### config.mk
export PLATFORM = sky130hd
export DESIGN_NAME = lwd_watch
export DESIGN_NICKNAME = d
export VERILOG_FILES = /design/src/hdl/lwd_watch.v
export VERILOG_INCLUDE_DIRS = /design/src /design/src/hdl
export SDC_FILE = /design/constraint.sdc
export NUM_CORES = 1
export LEC_CHECK = 0
export ABC_AREA = 1
export BUFFER_PORTS_ARGS = -buffer_cell sky130_fd_sc_hd__buf_2
export CORE_AREA = 2 2 75 91
export CTS_CLUSTER_DIAMETER = 60
export DETAILED_ROUTE_END_ITERATION = 10
export DIE_AREA = 0 0 77 93
export PLACE_DENSITY_LB_ADDON = 0.25
export SLEW_MARGIN = 40
export SYNTH_ARGS = -nofsm -noshare
export SYNTH_HDL_FRONTEND = slang
export SYNTH_SLANG_ARGS = --single-unit
### constraint.sdc
create_clock -name sys_clk -period 7.5 [get_ports sys_clk]
set_clock_uncertainty 0.2 [all_clocks]
set_input_delay 0.75 -clock sys_clk [delete_from_list [all_inputs] [get_ports sys_clk]]
set_output_delay 0.75 -clock sys_clk [all_outputs]
set_load 0.01 [all_outputs]
### src/hdl/lwd_defs.vh
// constants for the lcd watch time decoder: counter limits,
// mode codes and switch timing.
// assumes sys_clk at 200 MHz and a 64 Hz pulse train on a pin.
`ifndef LWD_DEFS_VH
`define LWD_DEFS_VH
// display modes
`define LWD_DISP_HM 2'h0
`define LWD_DISP_SEC 2'h1
`define LWD_DISP_DATE 2'h2
// time set modes
`define LWD_SET_NORM 3'h0
`define LWD_SET_MIN 3'h1
`define LWD_SET_SEC 3'h2
`define LWD_SET_HR 3'h3
`define LWD_SET_DATE 3'h4
// counter limits
`define LWD_SEC_MAX 6'h3B
`define LWD_MIN_MAX 6'h3B
`define LWD_HR_MAX 4'hB
`define LWD_DATE_MAX 5'h1F
// switch must be stable for this many 32 Hz periods
`define LWD_DEB_PERIODS 2'h2
// switch delay window in ms
`define LWD_SW_DELAY_MIN_MS 32
`define LWD_SW_DELAY_MAX_MS 80
`endif

### src/hdl/lwd_watch.v
// lcd watch time decoder: 12-hour counters, display modes, time setting,
// and 32 Hz phased segment drive for 3 seven-segment digits plus a
// 2-segment digit and a colon.
// assumes a free 64 Hz pulse pin and low-active push switches on pins.
//
// Behaviour
// - 64 Hz pulses are the only time base
// - hours kept in 12-hour form with AM/PM
// - drive three 7-segment digits plus 2-segment digit
// - backplate common is 32 Hz 50% square
// - lit segments inverted, dark segments in phase
// - cycle switch steps hm, seconds, date, hm
// - seconds/date shown in minutes place, hours blank
// - colon flashes at 1 Hz in display modes
// - switch valid after two stable 32 Hz periods
// - switch recognition delay 32 to 80 ms; the code accepts at about 31 to 63 ms
// - set switch ignored outside hours-minutes display
// - set switch steps normal, min, sec, hr, date
// - held cycle switch advances selected counter at 1 Hz
// - seconds sync: minutes plus one, seconds held zero
// - in set modes colon shows only PM
// - reset input clears all time counters
// - power-up clears all time counters
// - cleared state is 12:00 AM, 00 s, date 0
// - digit decode table for numerals 0 to 9
`timescale 1ns/1ps
`include "lwd_defs.vh"

module lwd_watch (
  // clock and reset
  input wire sys_clk,
  input wire rst,
  // pins from the oscillator-divider and switches
  input wire pulse_64hz,
  input wire cycle_sw_n,
  input wire set_sw_n,
  // display drive
  output reg backplate,
  output reg [6:0] seg_d1,
  output reg [6:0] seg_d2,
  output reg [6:0] seg_d3,
  output reg [1:0] seg_d4,
  output reg seg_colon
);

  ////////////////////////////////////////////////////////////////////////
  // pin synchronisers: two flops each, only the second is read
  reg [2:0] sync_a;
  reg [2:0] sync_b;
  always @(posedge sys_clk) begin
    sync_a <= {set_sw_n, cycle_sw_n, pulse_64hz};
    sync_b <= sync_a;
  end
  wire in_pulse = sync_b[0];
  wire cyc_raw = sync_b[1];
  wire set_raw = sync_b[2];
  reg pulse_q; // previous pulse level, for rising-edge detect
  // power-up flop: simulation and fpga init clear it, then it holds set
  reg pwr_ok = 1'b0;
  wire clr = rst | ~pwr_ok;
  always @(posedge sys_clk) begin
    pwr_ok <= 1'b1;
    pulse_q <= in_pulse;
  end
  wire tick64 = in_pulse & ~pulse_q;

  ////////////////////////////////////////////////////////////////////////
  // binary divider of the 64 Hz input
  reg [5:0] div; // bit0 is the 32 Hz phase, msb gives the 1 Hz cadence
  always @(posedge sys_clk) begin
    if (clr) begin
      div <= 6'h00;
    end else if (tick64) begin
      div <= div + 6'h01;
    end
  end
  wire phase32 = div[0];
  wire tick32 = tick64 & div[0]; // one per 32 Hz period
  wire tick1 = tick64 & (div == 6'h3F); // one per second
  wire half1 = div[5]; // 1 Hz square for the colon

  ////////////////////////////////////////////////////////////////////////
  // debounce: accept a level once stable over two 32 Hz periods;
  // sampling on the 32 Hz grid puts acceptance about 31 to 63 ms after
  // the switch edge, a hair early at the short end of the window
  reg cyc_db;
  reg set_db;
  reg [1:0] cyc_cnt;
  reg [1:0] set_cnt;
  reg cyc_fall;
  reg set_fall;
  always @(posedge sys_clk) begin
    cyc_fall <= 1'b0;
    set_fall <= 1'b0;
    if (clr) begin
      cyc_db <= 1'b1;
      set_db <= 1'b1;
      cyc_cnt <= 2'h0;
      set_cnt <= 2'h0;
    end else if (tick32) begin
      // cycle switch
      if (cyc_raw == cyc_db) begin
        cyc_cnt <= 2'h0;
      end else if (cyc_cnt + 2'h1 >= `LWD_DEB_PERIODS) begin
        cyc_db <= cyc_raw;
        cyc_cnt <= 2'h0;
        cyc_fall <= ~cyc_raw;
      end else begin
        cyc_cnt <= cyc_cnt + 2'h1;
      end
      // set switch
      if (set_raw == set_db) begin
        set_cnt <= 2'h0;
      end else if (set_cnt + 2'h1 >= `LWD_DEB_PERIODS) begin
        set_db <= set_raw;
        set_cnt <= 2'h0;
        set_fall <= ~set_raw;
      end else begin
        set_cnt <= set_cnt + 2'h1;
      end
    end
  end
  wire cyc_held = ~cyc_db;

  ////////////////////////////////////////////////////////////////////////
  // mode state: display mode and time set mode
  reg [1:0] disp_mode;
  reg [2:0] set_mode;
  always @(posedge sys_clk) begin
    if (clr) begin
      disp_mode <= `LWD_DISP_HM;
      set_mode <= `LWD_SET_NORM;
    end else begin
      // cycle switch steps the display only while no set mode runs;
      // in a set mode it is the advance key
      if (cyc_fall && set_mode == `LWD_SET_NORM) begin
        case (disp_mode)
          `LWD_DISP_HM: disp_mode <= `LWD_DISP_SEC;
          `LWD_DISP_SEC: disp_mode <= `LWD_DISP_DATE;
          default: disp_mode <= `LWD_DISP_HM;
        endcase
      end
      if (set_fall && disp_mode == `LWD_DISP_HM) begin
        case (set_mode)
          `LWD_SET_NORM: set_mode <= `LWD_SET_MIN;
          `LWD_SET_MIN: set_mode <= `LWD_SET_SEC;
          `LWD_SET_SEC: set_mode <= `LWD_SET_HR;
          `LWD_SET_HR: set_mode <= `LWD_SET_DATE;
          default: set_mode <= `LWD_SET_NORM;
        endcase
      end
    end
  end

  ////////////////////////////////////////////////////////////////////////
  // time counters
  reg [5:0] secs;
  reg [5:0] mins;
  reg [3:0] hrs; // 0 stands for 12
  reg pm;
  reg [4:0] date; // date range 0..31, wraps to 0
  reg sync_hold; // seconds parked after a sync press
  wire sec_set = (set_mode == `LWD_SET_SEC);
  wire adv = tick1 & cyc_held;
  wire run_sec = tick1 & ~sync_hold & ~(sec_set & cyc_held);
  wire sec_wrap = run_sec & (secs == `LWD_SEC_MAX);
  wire min_step = sec_wrap | (cyc_fall & sec_set) |
    (adv & set_mode == `LWD_SET_MIN);
  wire min_wrap = min_step & (mins == `LWD_MIN_MAX);
  // minutes advanced by hand do not carry into hours
  wire hr_step = (sec_wrap & (mins == `LWD_MIN_MAX)) |
    (adv & set_mode == `LWD_SET_HR);
  wire day_step = (hr_step & pm & (hrs == `LWD_HR_MAX)) |
    (adv & set_mode == `LWD_SET_DATE);
  always @(posedge sys_clk) begin
    if (clr) begin
      secs <= 6'h00;
      mins <= 6'h00;
      hrs <= 4'h0;
      pm <= 1'b0;
      date <= 5'h00;
      sync_hold <= 1'b0;
    end else begin
      // seconds sync: clear and hold while the key stays down
      if (sec_set & cyc_fall) begin
        secs <= 6'h00;
        sync_hold <= 1'b1;
      end else if (sync_hold & ~cyc_held) begin
        sync_hold <= 1'b0;
      end else if (run_sec) begin
        secs <= sec_wrap ? 6'h00 : secs + 6'h01;
      end
      if (min_step) begin
        mins <= min_wrap ? 6'h00 : mins + 6'h01;
      end
      if (hr_step) begin
        hrs <= (hrs == `LWD_HR_MAX) ? 4'h0 : hrs + 4'h1;
        if (hrs == `LWD_HR_MAX) begin
          pm <= ~pm;
        end
      end
      if (day_step) begin
        date <= (date == `LWD_DATE_MAX) ? 5'h00 : date + 5'h01;
      end
    end
  end

  ////////////////////////////////////////////////////////////////////////
  // decode numerals to segments {G,F,E,D,C,B,A}
  function [6:0] lwd_seg7;
    input [3:0] n;
    begin
      case (n)
        4'h0: lwd_seg7 = 7'h3F;
        4'h1: lwd_seg7 = 7'h06;
        4'h2: lwd_seg7 = 7'h5B;
        4'h3: lwd_seg7 = 7'h4F;
        4'h4: lwd_seg7 = 7'h66;
        4'h5: lwd_seg7 = 7'h6D;
        4'h6: lwd_seg7 = 7'h7D;
        4'h7: lwd_seg7 = 7'h07;
        4'h8: lwd_seg7 = 7'h7F;
        4'h9: lwd_seg7 = 7'h6F;
        default: lwd_seg7 = 7'h00;
      endcase
    end
  endfunction

  // split a 0..59 value into tens and its low four bits; units are fixed up below
  function [7:0] lwd_bcd;
    input [5:0] v;
    reg [3:0] t;
    begin
      t = 4'h0;
      if (v >= 6'd50) t = 4'h5;
      else if (v >= 6'd40) t = 4'h4;
      else if (v >= 6'd30) t = 4'h3;
      else if (v >= 6'd20) t = 4'h2;
      else if (v >= 6'd10) t = 4'h1;
      lwd_bcd = {t, v[3:0]};
    end
  endfunction

  ////////////////////////////////////////////////////////////////////////
  // choose what to show and build the lit pattern
  reg [5:0] show_val;
  reg [7:0] show_bcd;
  reg [3:0] hr_disp;
  reg [6:0] lit_d1;
  reg [6:0] lit_d2;
  reg [6:0] lit_d3;
  reg [1:0] lit_d4;
  reg lit_colon;
  reg [5:0] tens_x10;
  always @* begin
    case (disp_mode)
      `LWD_DISP_SEC: show_val = secs;
      `LWD_DISP_DATE: show_val = {1'b0, date};
      default: show_val = mins;
    endcase
    show_bcd = lwd_bcd(show_val);
    tens_x10 = {show_bcd[6:4], 3'h0} + {2'h0, show_bcd[6:4], 1'b0};
    show_bcd[3:0] = show_val[3:0] - tens_x10[3:0];
    hr_disp = (hrs == 4'h0) ? 4'hC : hrs;
    lit_d3 = lwd_seg7(show_bcd[3:0]);
    lit_d2 = lwd_seg7(show_bcd[7:4]);
    if (disp_mode == `LWD_DISP_HM) begin
      lit_d1 = lwd_seg7((hr_disp >= 4'hA) ? hr_disp - 4'hA : hr_disp);
      lit_d4 = (hr_disp >= 4'hA) ? 2'h3 : 2'h0;
    end else begin
      lit_d1 = 7'h00; // hours blanked
      lit_d4 = 2'h0;
    end
    if (set_mode != `LWD_SET_NORM) begin
      lit_colon = pm;
    end else begin
      lit_colon = half1;
    end
  end

  ////////////////////////////////////////////////////////////////////////
  // output drive: lit segments opposite the backplate, dark in phase
  always @(posedge sys_clk) begin
    if (clr) begin
      backplate <= 1'b0;
      seg_d1 <= 7'h00;
      seg_d2 <= 7'h00;
      seg_d3 <= 7'h00;
      seg_d4 <= 2'h0;
      seg_colon <= 1'b0;
    end else begin
      backplate <= phase32;
      seg_d1 <= lit_d1 ^ {7{phase32}};
      seg_d2 <= lit_d2 ^ {7{phase32}};
      seg_d3 <= lit_d3 ^ {7{phase32}};
      seg_d4 <= lit_d4 ^ {2{phase32}};
      seg_colon <= lit_colon ^ phase32;
    end
  end

endmodule

; Word-level counts from Yosys, hierarchy flattened
; Memories as Yosys holds them, arrays and structs flattened.
; Index checks and enable logic that the tools add are counted.
[word_totals]
reg_bits = 74
mem_bits_ro = 336
input_bits = 5
output_inout_bits = 25
memories = 3
[classes]
add_sub_neg = 10
order_cmp = 8
n_eq_ne = 13
n_mux = 24
bitwise_logic = 39
n_reduce_logical = 14
[mem_list]
columns = memory, words, word_bits, rd, rd_ports_with_merged_regs, wr, line
row1 = (no name shown), 16, 7, 1, 0, 0, lwd_watch.v:213  ; case (n)
row2 = (no name shown), 16, 7, 1, 0, 0, lwd_watch.v:213
row3 = (no name shown), 16, 7, 1, 0, 0, lwd_watch.v:213
[ops]
columns = cell, n
row1 = $xor A7 B7 Y7, 3
row2 = $add A6 B1 Y6 const B, 3
row3 = $eq A6 B6 Y1 const B, 3
row4 = $and A1 B1 Y1, 17
row5 = $mux W2, 8
row6 = $not A1 Y1, 13
row7 = $ge A6 B5 Y1 const B, 2
row8 = $ge A6 B6 Y1 const B, 2
row9 = $mux W4, 3
row10 = $mux W6, 2
row11 = $pmux W3 S4, 1
row12 = $pmux W6 S2, 1
row13 = $reduce_or A4 Y1, 2
row14 = $mux W7, 1
row15 = $eq A3 B2 Y1 const B, 2
row16 = $ge A6 B4 Y1 const B, 1
row17 = $mux W3, 2
row18 = $reduce_and A3 Y1, 2
row19 = $add A5 B1 Y5 const B, 1
row20 = $eq A5 B5 Y1 const B, 1
row21 = $mux W5, 1
row22 = $add A2 B1 Y2 const B, 2
row23 = $add A4 B1 Y4 const B, 1
row24 = $add A4 B4 Y4, 1
row25 = 23 further kinds, 33

; Depth between registers and ports, before layout
; Gate-level depths: netlist of run 1.
; An unclocked memory read counts as a cell.
[logic_depth]
ltp_word = 12
ltp_mapped = 23
depth_no_buf = 23

; Least setup slack after synthesis of run 1
; Ideal clock, no wire load.
[synth_timing]
path_kind = reg-to-reg
from = register disp_mode[0]
to = register seg_d3[3]
setup_time_ns = 0.115
arrival_ns = 3.059
t_required_ns = 7.185
slack_ns = 4.126
path_stages_with_launch = 22
n_path_buf = 0
synth_period_minus_slack_ns = 3.374
path_cell_list = dfxtp_1 inv_1 ha_1 inv_2 nand2_1 nand2_2 inv_1 ha_1 inv_1 nand2_1 o21ai_4 nand2_2 nand2_1 inv_1 ha_1 inv_1 ha_1 inv_1 o21ai_0 nand3_1 a21oi_1 nor2_1
[synth_via]
elab_chain_cells = 12
word_cells_on_any_way = 17
[synth_lines]
columns = element, line
row1 = "start, declared", lwd_watch.v:127  ; reg [1:0] disp_mode;
row2 = "start signal, assigned", lwd_watch.v:131  ; disp_mode <= `LWD_DISP_HM;
row3 = "start signal, assigned", lwd_watch.v:138  ; `LWD_DISP_HM: disp_mode <= `LWD_DISP_SEC;
row4 = "start signal, assigned", lwd_watch.v:139  ; `LWD_DISP_SEC: disp_mode <= `LWD_DISP_DATE;
row5 = $eq A2 B2 Y1 or $eq A2 B1 Y1 (tied branches), lwd_watch.v:256  ; case (disp_mode)
row6 = $pmux W6 S2 (*), lwd_watch.v:256
row7 = $ge A6 B4 Y1, lwd_watch.v:239  ; else if (v >= 6'd10) t = 4'h1;
row8 = $mux W1, lwd_watch.v:239
row9 = $mux W2, lwd_watch.v:238  ; else if (v >= 6'd20) t = 4'h2;
row10 = $mux W2, lwd_watch.v:237  ; else if (v >= 6'd30) t = 4'h3;
row11 = $mux W3, lwd_watch.v:236  ; else if (v >= 6'd40) t = 4'h4;
row12 = $mux W3, lwd_watch.v:235  ; if (v >= 6'd50) t = 4'h5;
row13 = $add A4 B4 Y4, lwd_watch.v:262  ; tens_x10 = {show_bcd[6:4], 3'h0} + {2'h0, show_bcd[6:4], 1'b0};
row14 = $sub A4 B4 Y4 (*), lwd_watch.v:263  ; show_bcd[3:0] = show_val[3:0] - tens_x10[3:0];
row15 = $mem_v2 Z16 W7 (*), -
row16 = $xor A7 B7 Y7 (*), lwd_watch.v:295  ; seg_d3 <= lit_d3 ^ {7{phase32}};
row17 = "end signal, assigned", lwd_watch.v:295
row18 = "end, declared", lwd_watch.v:41  ; output reg [6:0] seg_d3,
; Every way passes the cells marked *; elsewhere a longest branch is shown, timed or not.
; A chain may end at the register's enable or synchronous reset.

; Worst setup path after layout of run 1
; Same ends and word-level chain as after synthesis.

==> flow_summary.json, run 1 <==
{
  "synth_top_family_by_area": "simple AND/OR/NAND/NOR gates",
  "nets": 603,
  "setup_viol": 0,
  "path_common_cell": "inv_1",
  "r2r-start": "disp_mode[0]",
  "rows": 32,
  "ctsHoldBuffers": 0,
  "synth_mux_area_share_pct": 0,
  "wirelength_um": 7816,
  "ys_ff_latch": 73,
  "clock_sinks": 73,
  "max_slew_margin_pct": 53.29,
  "async_flop_share_pct": 0,
  "grt_overflow": 0,
  "avgRoutedWirePerCell_um": 11.93,
  "synth_area_um2": 3976,
  "required_ns": 7.55,
  "grt_antenna_before_repair": 0,
  "antenna_left": 0,
  "grt_first_pass_wirelength_um": 13370,
  "hold_class": "reg2reg",
  "port_buffers": 29,
  "cts_buffer_depth": 2,
  "syn_to_final_growth_pct": 10.51,
  "placed_area_um2": 4168,
  "hpwl_um": 5929,
  "fin_cells": 655,
  "final_common_cell": "nand2_1",
  "grt_max_degree": 28,
  "synth_edf_count": 0,
  "min_from": "sync_a[2]",
  "whs_ns": 0.1324,
  "synth_cell_type_count": 38,
  "tightest_slew_ns": 0.6964,
  "ys_warn_count": 0,
  "cp_cell_sequence": "inv_1, ha_1, inv_2, nand2_1, nand2_2, inv_1, ha_1, inv_1, nand2_1, o21ai_4, nand2_2, nand2_1, inv_1, ha_1, inv_1, ha_1, inv_1, o21ai_0, nand3_1, a21oi_1, nor2_1",
  "fin_tns_setup_ns": 0,
  "outcome": "completed",
  "htree_num_levels": 3,
  "critical-path-top-delay-family": "adder cells",
  "drt_first_pass_iters": 5,
  "grt_use_total_pct": 23.09,
  "gp_congestion": 0.9295,
  "max_stage_delay_ns": 0.40,
  "drt_iter0_markers": 131,
  "yosys.area_share.simple_pct": 27.82,
  "drive_gt1_share_pct": 15.61,
  "pwr_density_cell_nw_per_um2": 180.4,
  "cp.depth": 21,
  "core_um2": 6326,
  "fmax_mhz": 268.3,
  "ys_seq_area_share_pct": 36.75,
  "synth-compound-area-share_pct": 14.60,
  "syn-mean-instance-area_um2": 7.432,
  "rr_worst_depth": 21,
  "regToRegSetupSlack_ns": 3.77,
  "ys.flop_type": "dfxtp_1",
  "io_pins": 30,
  "dieArea_um2": 7161,
  "maxCapViolCount": 0,
  "final_area_um2": 4394,
  "antennaDiodeCount": 0,
  "cts_setup_buffers": 0,
  "syn-num-nets": 573,
  "rsz0062_at_grt": "no",
  "cts_resized": 0,
  "synth_cells": 535,
  "drc": 0,
  "synthAdderAreaFrac_pct": 10.38,
  "final_cell_mix": "97 x nand2_1, 72 x dfxtp_1, 63 x inv_1, 50 x a21oi_1, 45 x nor2_1",
  "fin_crit_ns": 3.727,
  "p_leak_nw": 1.976,
  "via_per_inst": 5.287,
  "dp_cells": 639,
  "finalHoldViolCount": 0,
  "hold_depth": 0,
  "period_share_pct": 49.69,
  "grt_pass1_vias": 3235,
  "path_max_fanout": 7,
  "worstSkewPairLatency_ns": 0.35,
  "crit_path_start_kind": "flip-flop",
  "arrival_ns": 3.78,
  "cts_tree": "yes",
  "crit_path_end_kind": "flip-flop",
  "dr_total_vias": 3463,
  "path_clk_slew_ns": 0.08,
  "die_x_um": 77,
  "slowest_stage": "ha_1",
  "synth-xor-area-share_pct": 1.982,
  "drv_slew": 0,
  "clockRootBuffer": "clkbuf_8",
  "crit_buf_inv": 7,
  "peakVddDrop_mv": 0.1270,
  "initial_core_util_pct": 62.86,
  "critPathLaunch": "disp_mode[0]",
  "die_h_um": 93,
  "cts_buffers": 9,
  "path_class": "reg2reg"
}
[registers in the layout (all words and copies together) (netlist names), 2 cells and up]
signal	cells
cyc_cnt	2
date	5
disp_mode	2
div	6
hrs	4
mins	6
secs	6
seg_d1	7
seg_d2	7
seg_d3	7
set_cnt	2
set_mode	3
sync_a	3
sync_b	3
[synthesized netlist by cell type (3+ instances only)]
| library cell | count | share of area, % |
|---|---|---|
| nand3_2 | 10 | 2.5 |
| nand2_2 | 16 | 2.5 |
| o21ai_0 | 31 | 3.9 |
| dfxtp_1 | 73 | 37 |
| buf_6 | 3 | 0.85 |
| clkbuf_1 | 6 | 0.57 |
| xnor2_1 | 3 | 0.66 |
| nor3b_1 | 5 | 0.94 |
| inv_1 | 63 | 5.9 |
| a21oi_1 | 50 | 6.3 |
| ha_1 | 33 | 10 |
| clkinv_1 | 3 | 0.28 |
| nor2_1 | 45 | 4.2 |
| inv_2 | 4 | 0.38 |
| nand4_1 | 5 | 0.79 |
| nor3_1 | 12 | 1.5 |
| xor2_1 | 6 | 1.3 |
| nand3_1 | 34 | 4.3 |
| o21ai_1 | 11 | 1.4 |
| nand2_1 | 97 | 9.2 |
[area by class of cell]
type / count / area [um^2]
Tap cell: 85 / 106.4
Sequential cell: 73 / 1463
Clock inverter: 7 / 101.3
Fill cell: 529 / 1932
Inverter: 71 / 269.0
Multi-Input combinational cell: 380 / 2178
Timing Repair Buffer: 30 / 152.6
Clock buffer: 9 / 123.9
[path summary, 6_finish.rpt]
path / endpoint
worst max-delay path: seg_d3[3]
worst min-delay path: sync_b[2]
worst max register to register: seg_d3[3]
worst min register to register: sync_b[2]
[layer usage]
layer | GRT usage (%) | vias up | wire (um)
li1 | - | 1806 | -
met1 | 25.38 | 1569 | 3433
met2 | 43.49 | 71 | 3941
met3 | 4.344 | 17 | 276
met4 | 9.375 | 0 | 164
met5 | 0 | - | 0
[per-stage QoR]
stage               util (%)  setup WS (ns)  total power, W
detailed placement     65.88          3.816       0.0004572
CTS                    69.44          3.767       0.0007996
global placement       65.88          3.945       0.0004557
global route           69.46          3.462       0.0008194
floorplan                  -          4.126       0.0004430
finish                 69.46          3.773       0.0007928
[power by group]
| group | leakage [nW] | switching (W) | internal (W) |
|---|---|---|---|
| clock | 0.106 | 0.000155 | 0.000190 |
| combinational | 1.27 | 0.0000256 | 0.0000159 |
| sequential | 0.599 | 0.00000637 | 0.000400 |
[kinds of logic after synthesis]
kind of cell / Yosys count
buffers and inverters: 82
adders and majority gates: 33
xor gates and xnor gates: 9
and+or+nand+nor: 232
DFF: 73
AOI/OAI and AO/OA: 106
Note: power is estimated with default switching activity, not from simulation.
==> inputs of run 2 (changes only) <==
Settings changed: CORE_AREA 2 2 75 91 to 2 2 82 100, DIE_AREA 0 0 77 93 to 0 0 84 102.
Clock period 7.5 ns to 3.3 ns, I/O delays scaled along.
==> flow_summary.json, run 2 (same netlist as run 1, synthesis figures left out) <==
{
  "outcome": "completed",
  "power_w": 0.001933,
  "arrival_ns": 3.12,
  "cts_tree": "yes",
  "crit_path_start_kind": "flip-flop",
  "rr_worst_depth": 19,
  "drv_slew": 0,
  "htree_num_levels": 3,
  "max_slew_margin_pct": 68.79,
  "final_area_um2": 4561,
  "p_leak_nw": 2.040,
  "io_pins": 30,
  "fmax_mhz": 326.3,
  "dr_total_vias": 3497,
  "drc": 0,
  "cts_buffer_depth": 2,
  "final_cell_mix": "94 x nand2_1, 71 x dfxtp_1, 59 x inv_1, 50 x a21oi_1, 45 x nor2_1",
  "rows": 35,
  "required_ns": 3.36,
  "path_class": "reg2reg",
  "drt_iter0_markers": 84,
  "fin_cells": 671,
  "grt_pass1_vias": 3148,
  "gp_congestion": 0.8645,
  "cts_setup_buffers": 0,
  "core_um2": 7576,
  "antenna_left": 0,
  "worstSkewPairLatency_ns": 0.36,
  "clockRootBuffer": "clkbuf_8",
  "cts_buffers": 9,
  "die_h_um": 102,
  "fin_crit_ns": 3.064,
  "path_max_fanout": 7,
  "hpwl_um": 5949,
  "avgRoutedWirePerCell_um": 11.98,
  "via_per_inst": 5.212,
  "placed_area_um2": 4234,
  "pre_cts_ws_ns": -0.02089,
  "drive_gt1_share_pct": 18.48,
  "port_buffers": 29,
  "dp_cells": 652,
  "peakVddDrop_mv": 0.2652,
  "dieArea_um2": 8568,
  "nets": 612,
  "path_clk_slew_ns": 0.08,
  "top_regs": "seg_d1: 7 flops, seg_d2: 7 flops, seg_d3: 7 flops",
  "grt_overflow": 0,
  "wirelength_um": 8041,
  "antennaDiodeCount": 0,
  "pwr_density_cell_nw_per_um2": 423.8,
  "setup_viol": 0,
  "initial_core_util_pct": 52.49,
  "final_common_cell": "nand2_1",
  "rsz0062_at_grt": "no",
  "clock_sinks": 73,
  "period_share_pct": 92.86,
  "hold_class": "reg2reg",
  "syn_to_final_growth_pct": 14.69,
  "grt_first_pass_wirelength_um": 13230,
  "grt_max_degree": 27,
  "hold_depth": 0,
  "grt_antenna_before_repair": 0,
  "crit_path_end_kind": "flip-flop",
  "die_x_um": 84,
  "tightest_slew_ns": 0.4653,
  "grt_use_total_pct": 19.17,
  "multi_input_area_um2": 2225,
  "fillCellCount": 675,
  "setup_ws_ns": 0.2356,
  "maxCapViolCount": 0,
  "finalHoldViolCount": 0,
  "final-seq-area_um2": 1464,
  "drt_first_pass_iters": 4
}
run 2: stage by stage:
stage          utilization [%]  setup TNS [ns]  hold slack, ns
6_report                 60.20               0          0.1320
3_3_place_gp             55.89               0          0.1113
2_1_floorplan                -               0          0.1096
5_1_grt                  60.20               0          0.1475
3_5_place_dp             55.89        -0.03435          0.1121
4_1_cts                  59.72               0          0.1307
run 2: layout make-up:
cell class | instances | area share, %
multi-input combinational | 380 | 48.78
sequential | 73 | 32.10
inverter | 71 | 5.953
timing repair buffer | 39 | 4.993
clock inverter | 6 | 2.853
clock buffer | 10 | 2.798
tap | 92 | 2.524
run 2: path summary, 6_finish.rpt:
| kind | startpoint | end | slack (ns) |
|---|---|---|---|
| worst max register to register | disp_mode[0] | seg_d3[4] | 0.24 |
| worst max-delay path | disp_mode[0] | seg_d3[4] | 0.24 |
| worst min-delay path | sync_a[1] | sync_b[1] | 0.13 |
| worst min register to register | sync_a[1] | sync_b[1] | 0.13 |
run 2: critical path: stages, from the launching register on:
cell	delay, ns
dfxtp_2	0.35
inv_2	0.06
ha_4	0.31
inv_4	0.06
a221o_1	0.27
o21ai_2	0.07
ha_1	0.16
inv_1	0.03
nand2_1	0.10
o21ai_4	0.06
nand2_2	0.08
nand2_2	0.07
inv_2	0.07
ha_1	0.24
buf_4	0.15
ha_1	0.20
a21oi_1	0.18
nand3_1	0.12
a21oi_1	0.13
nor2_1	0.05
run 2: layer usage:
layer | wire length [um] | up-vias | part of all wire (%) | global-route usage, %
met3 | 258 | 25 | 3.2 | 5.250
met4 | 266 | 0 | 3.3 | 9.429
met2 | 3983 | 67 | 50 | 35.57
met1 | 3532 | 1570 | 44 | 20.08
li1 | - | 1835 | - | -
met5 | 0 | - | 0 | 0
run 2: repair_timing:
item | CTS | global route
hold endpoints to repair | 3 | 0
endpoints found under the setup margin | 6 | 7
resized for setup | 1 | 18
hold buffers | 3 | 0
pin swaps | 0 | 4
run 2: power breakdown:
part | switching, W | internal (W)
registers | 0.00000787 | 0.000909
logic | 0.0000642 | 0.0000406
clock network | 0.000335 | 0.000576
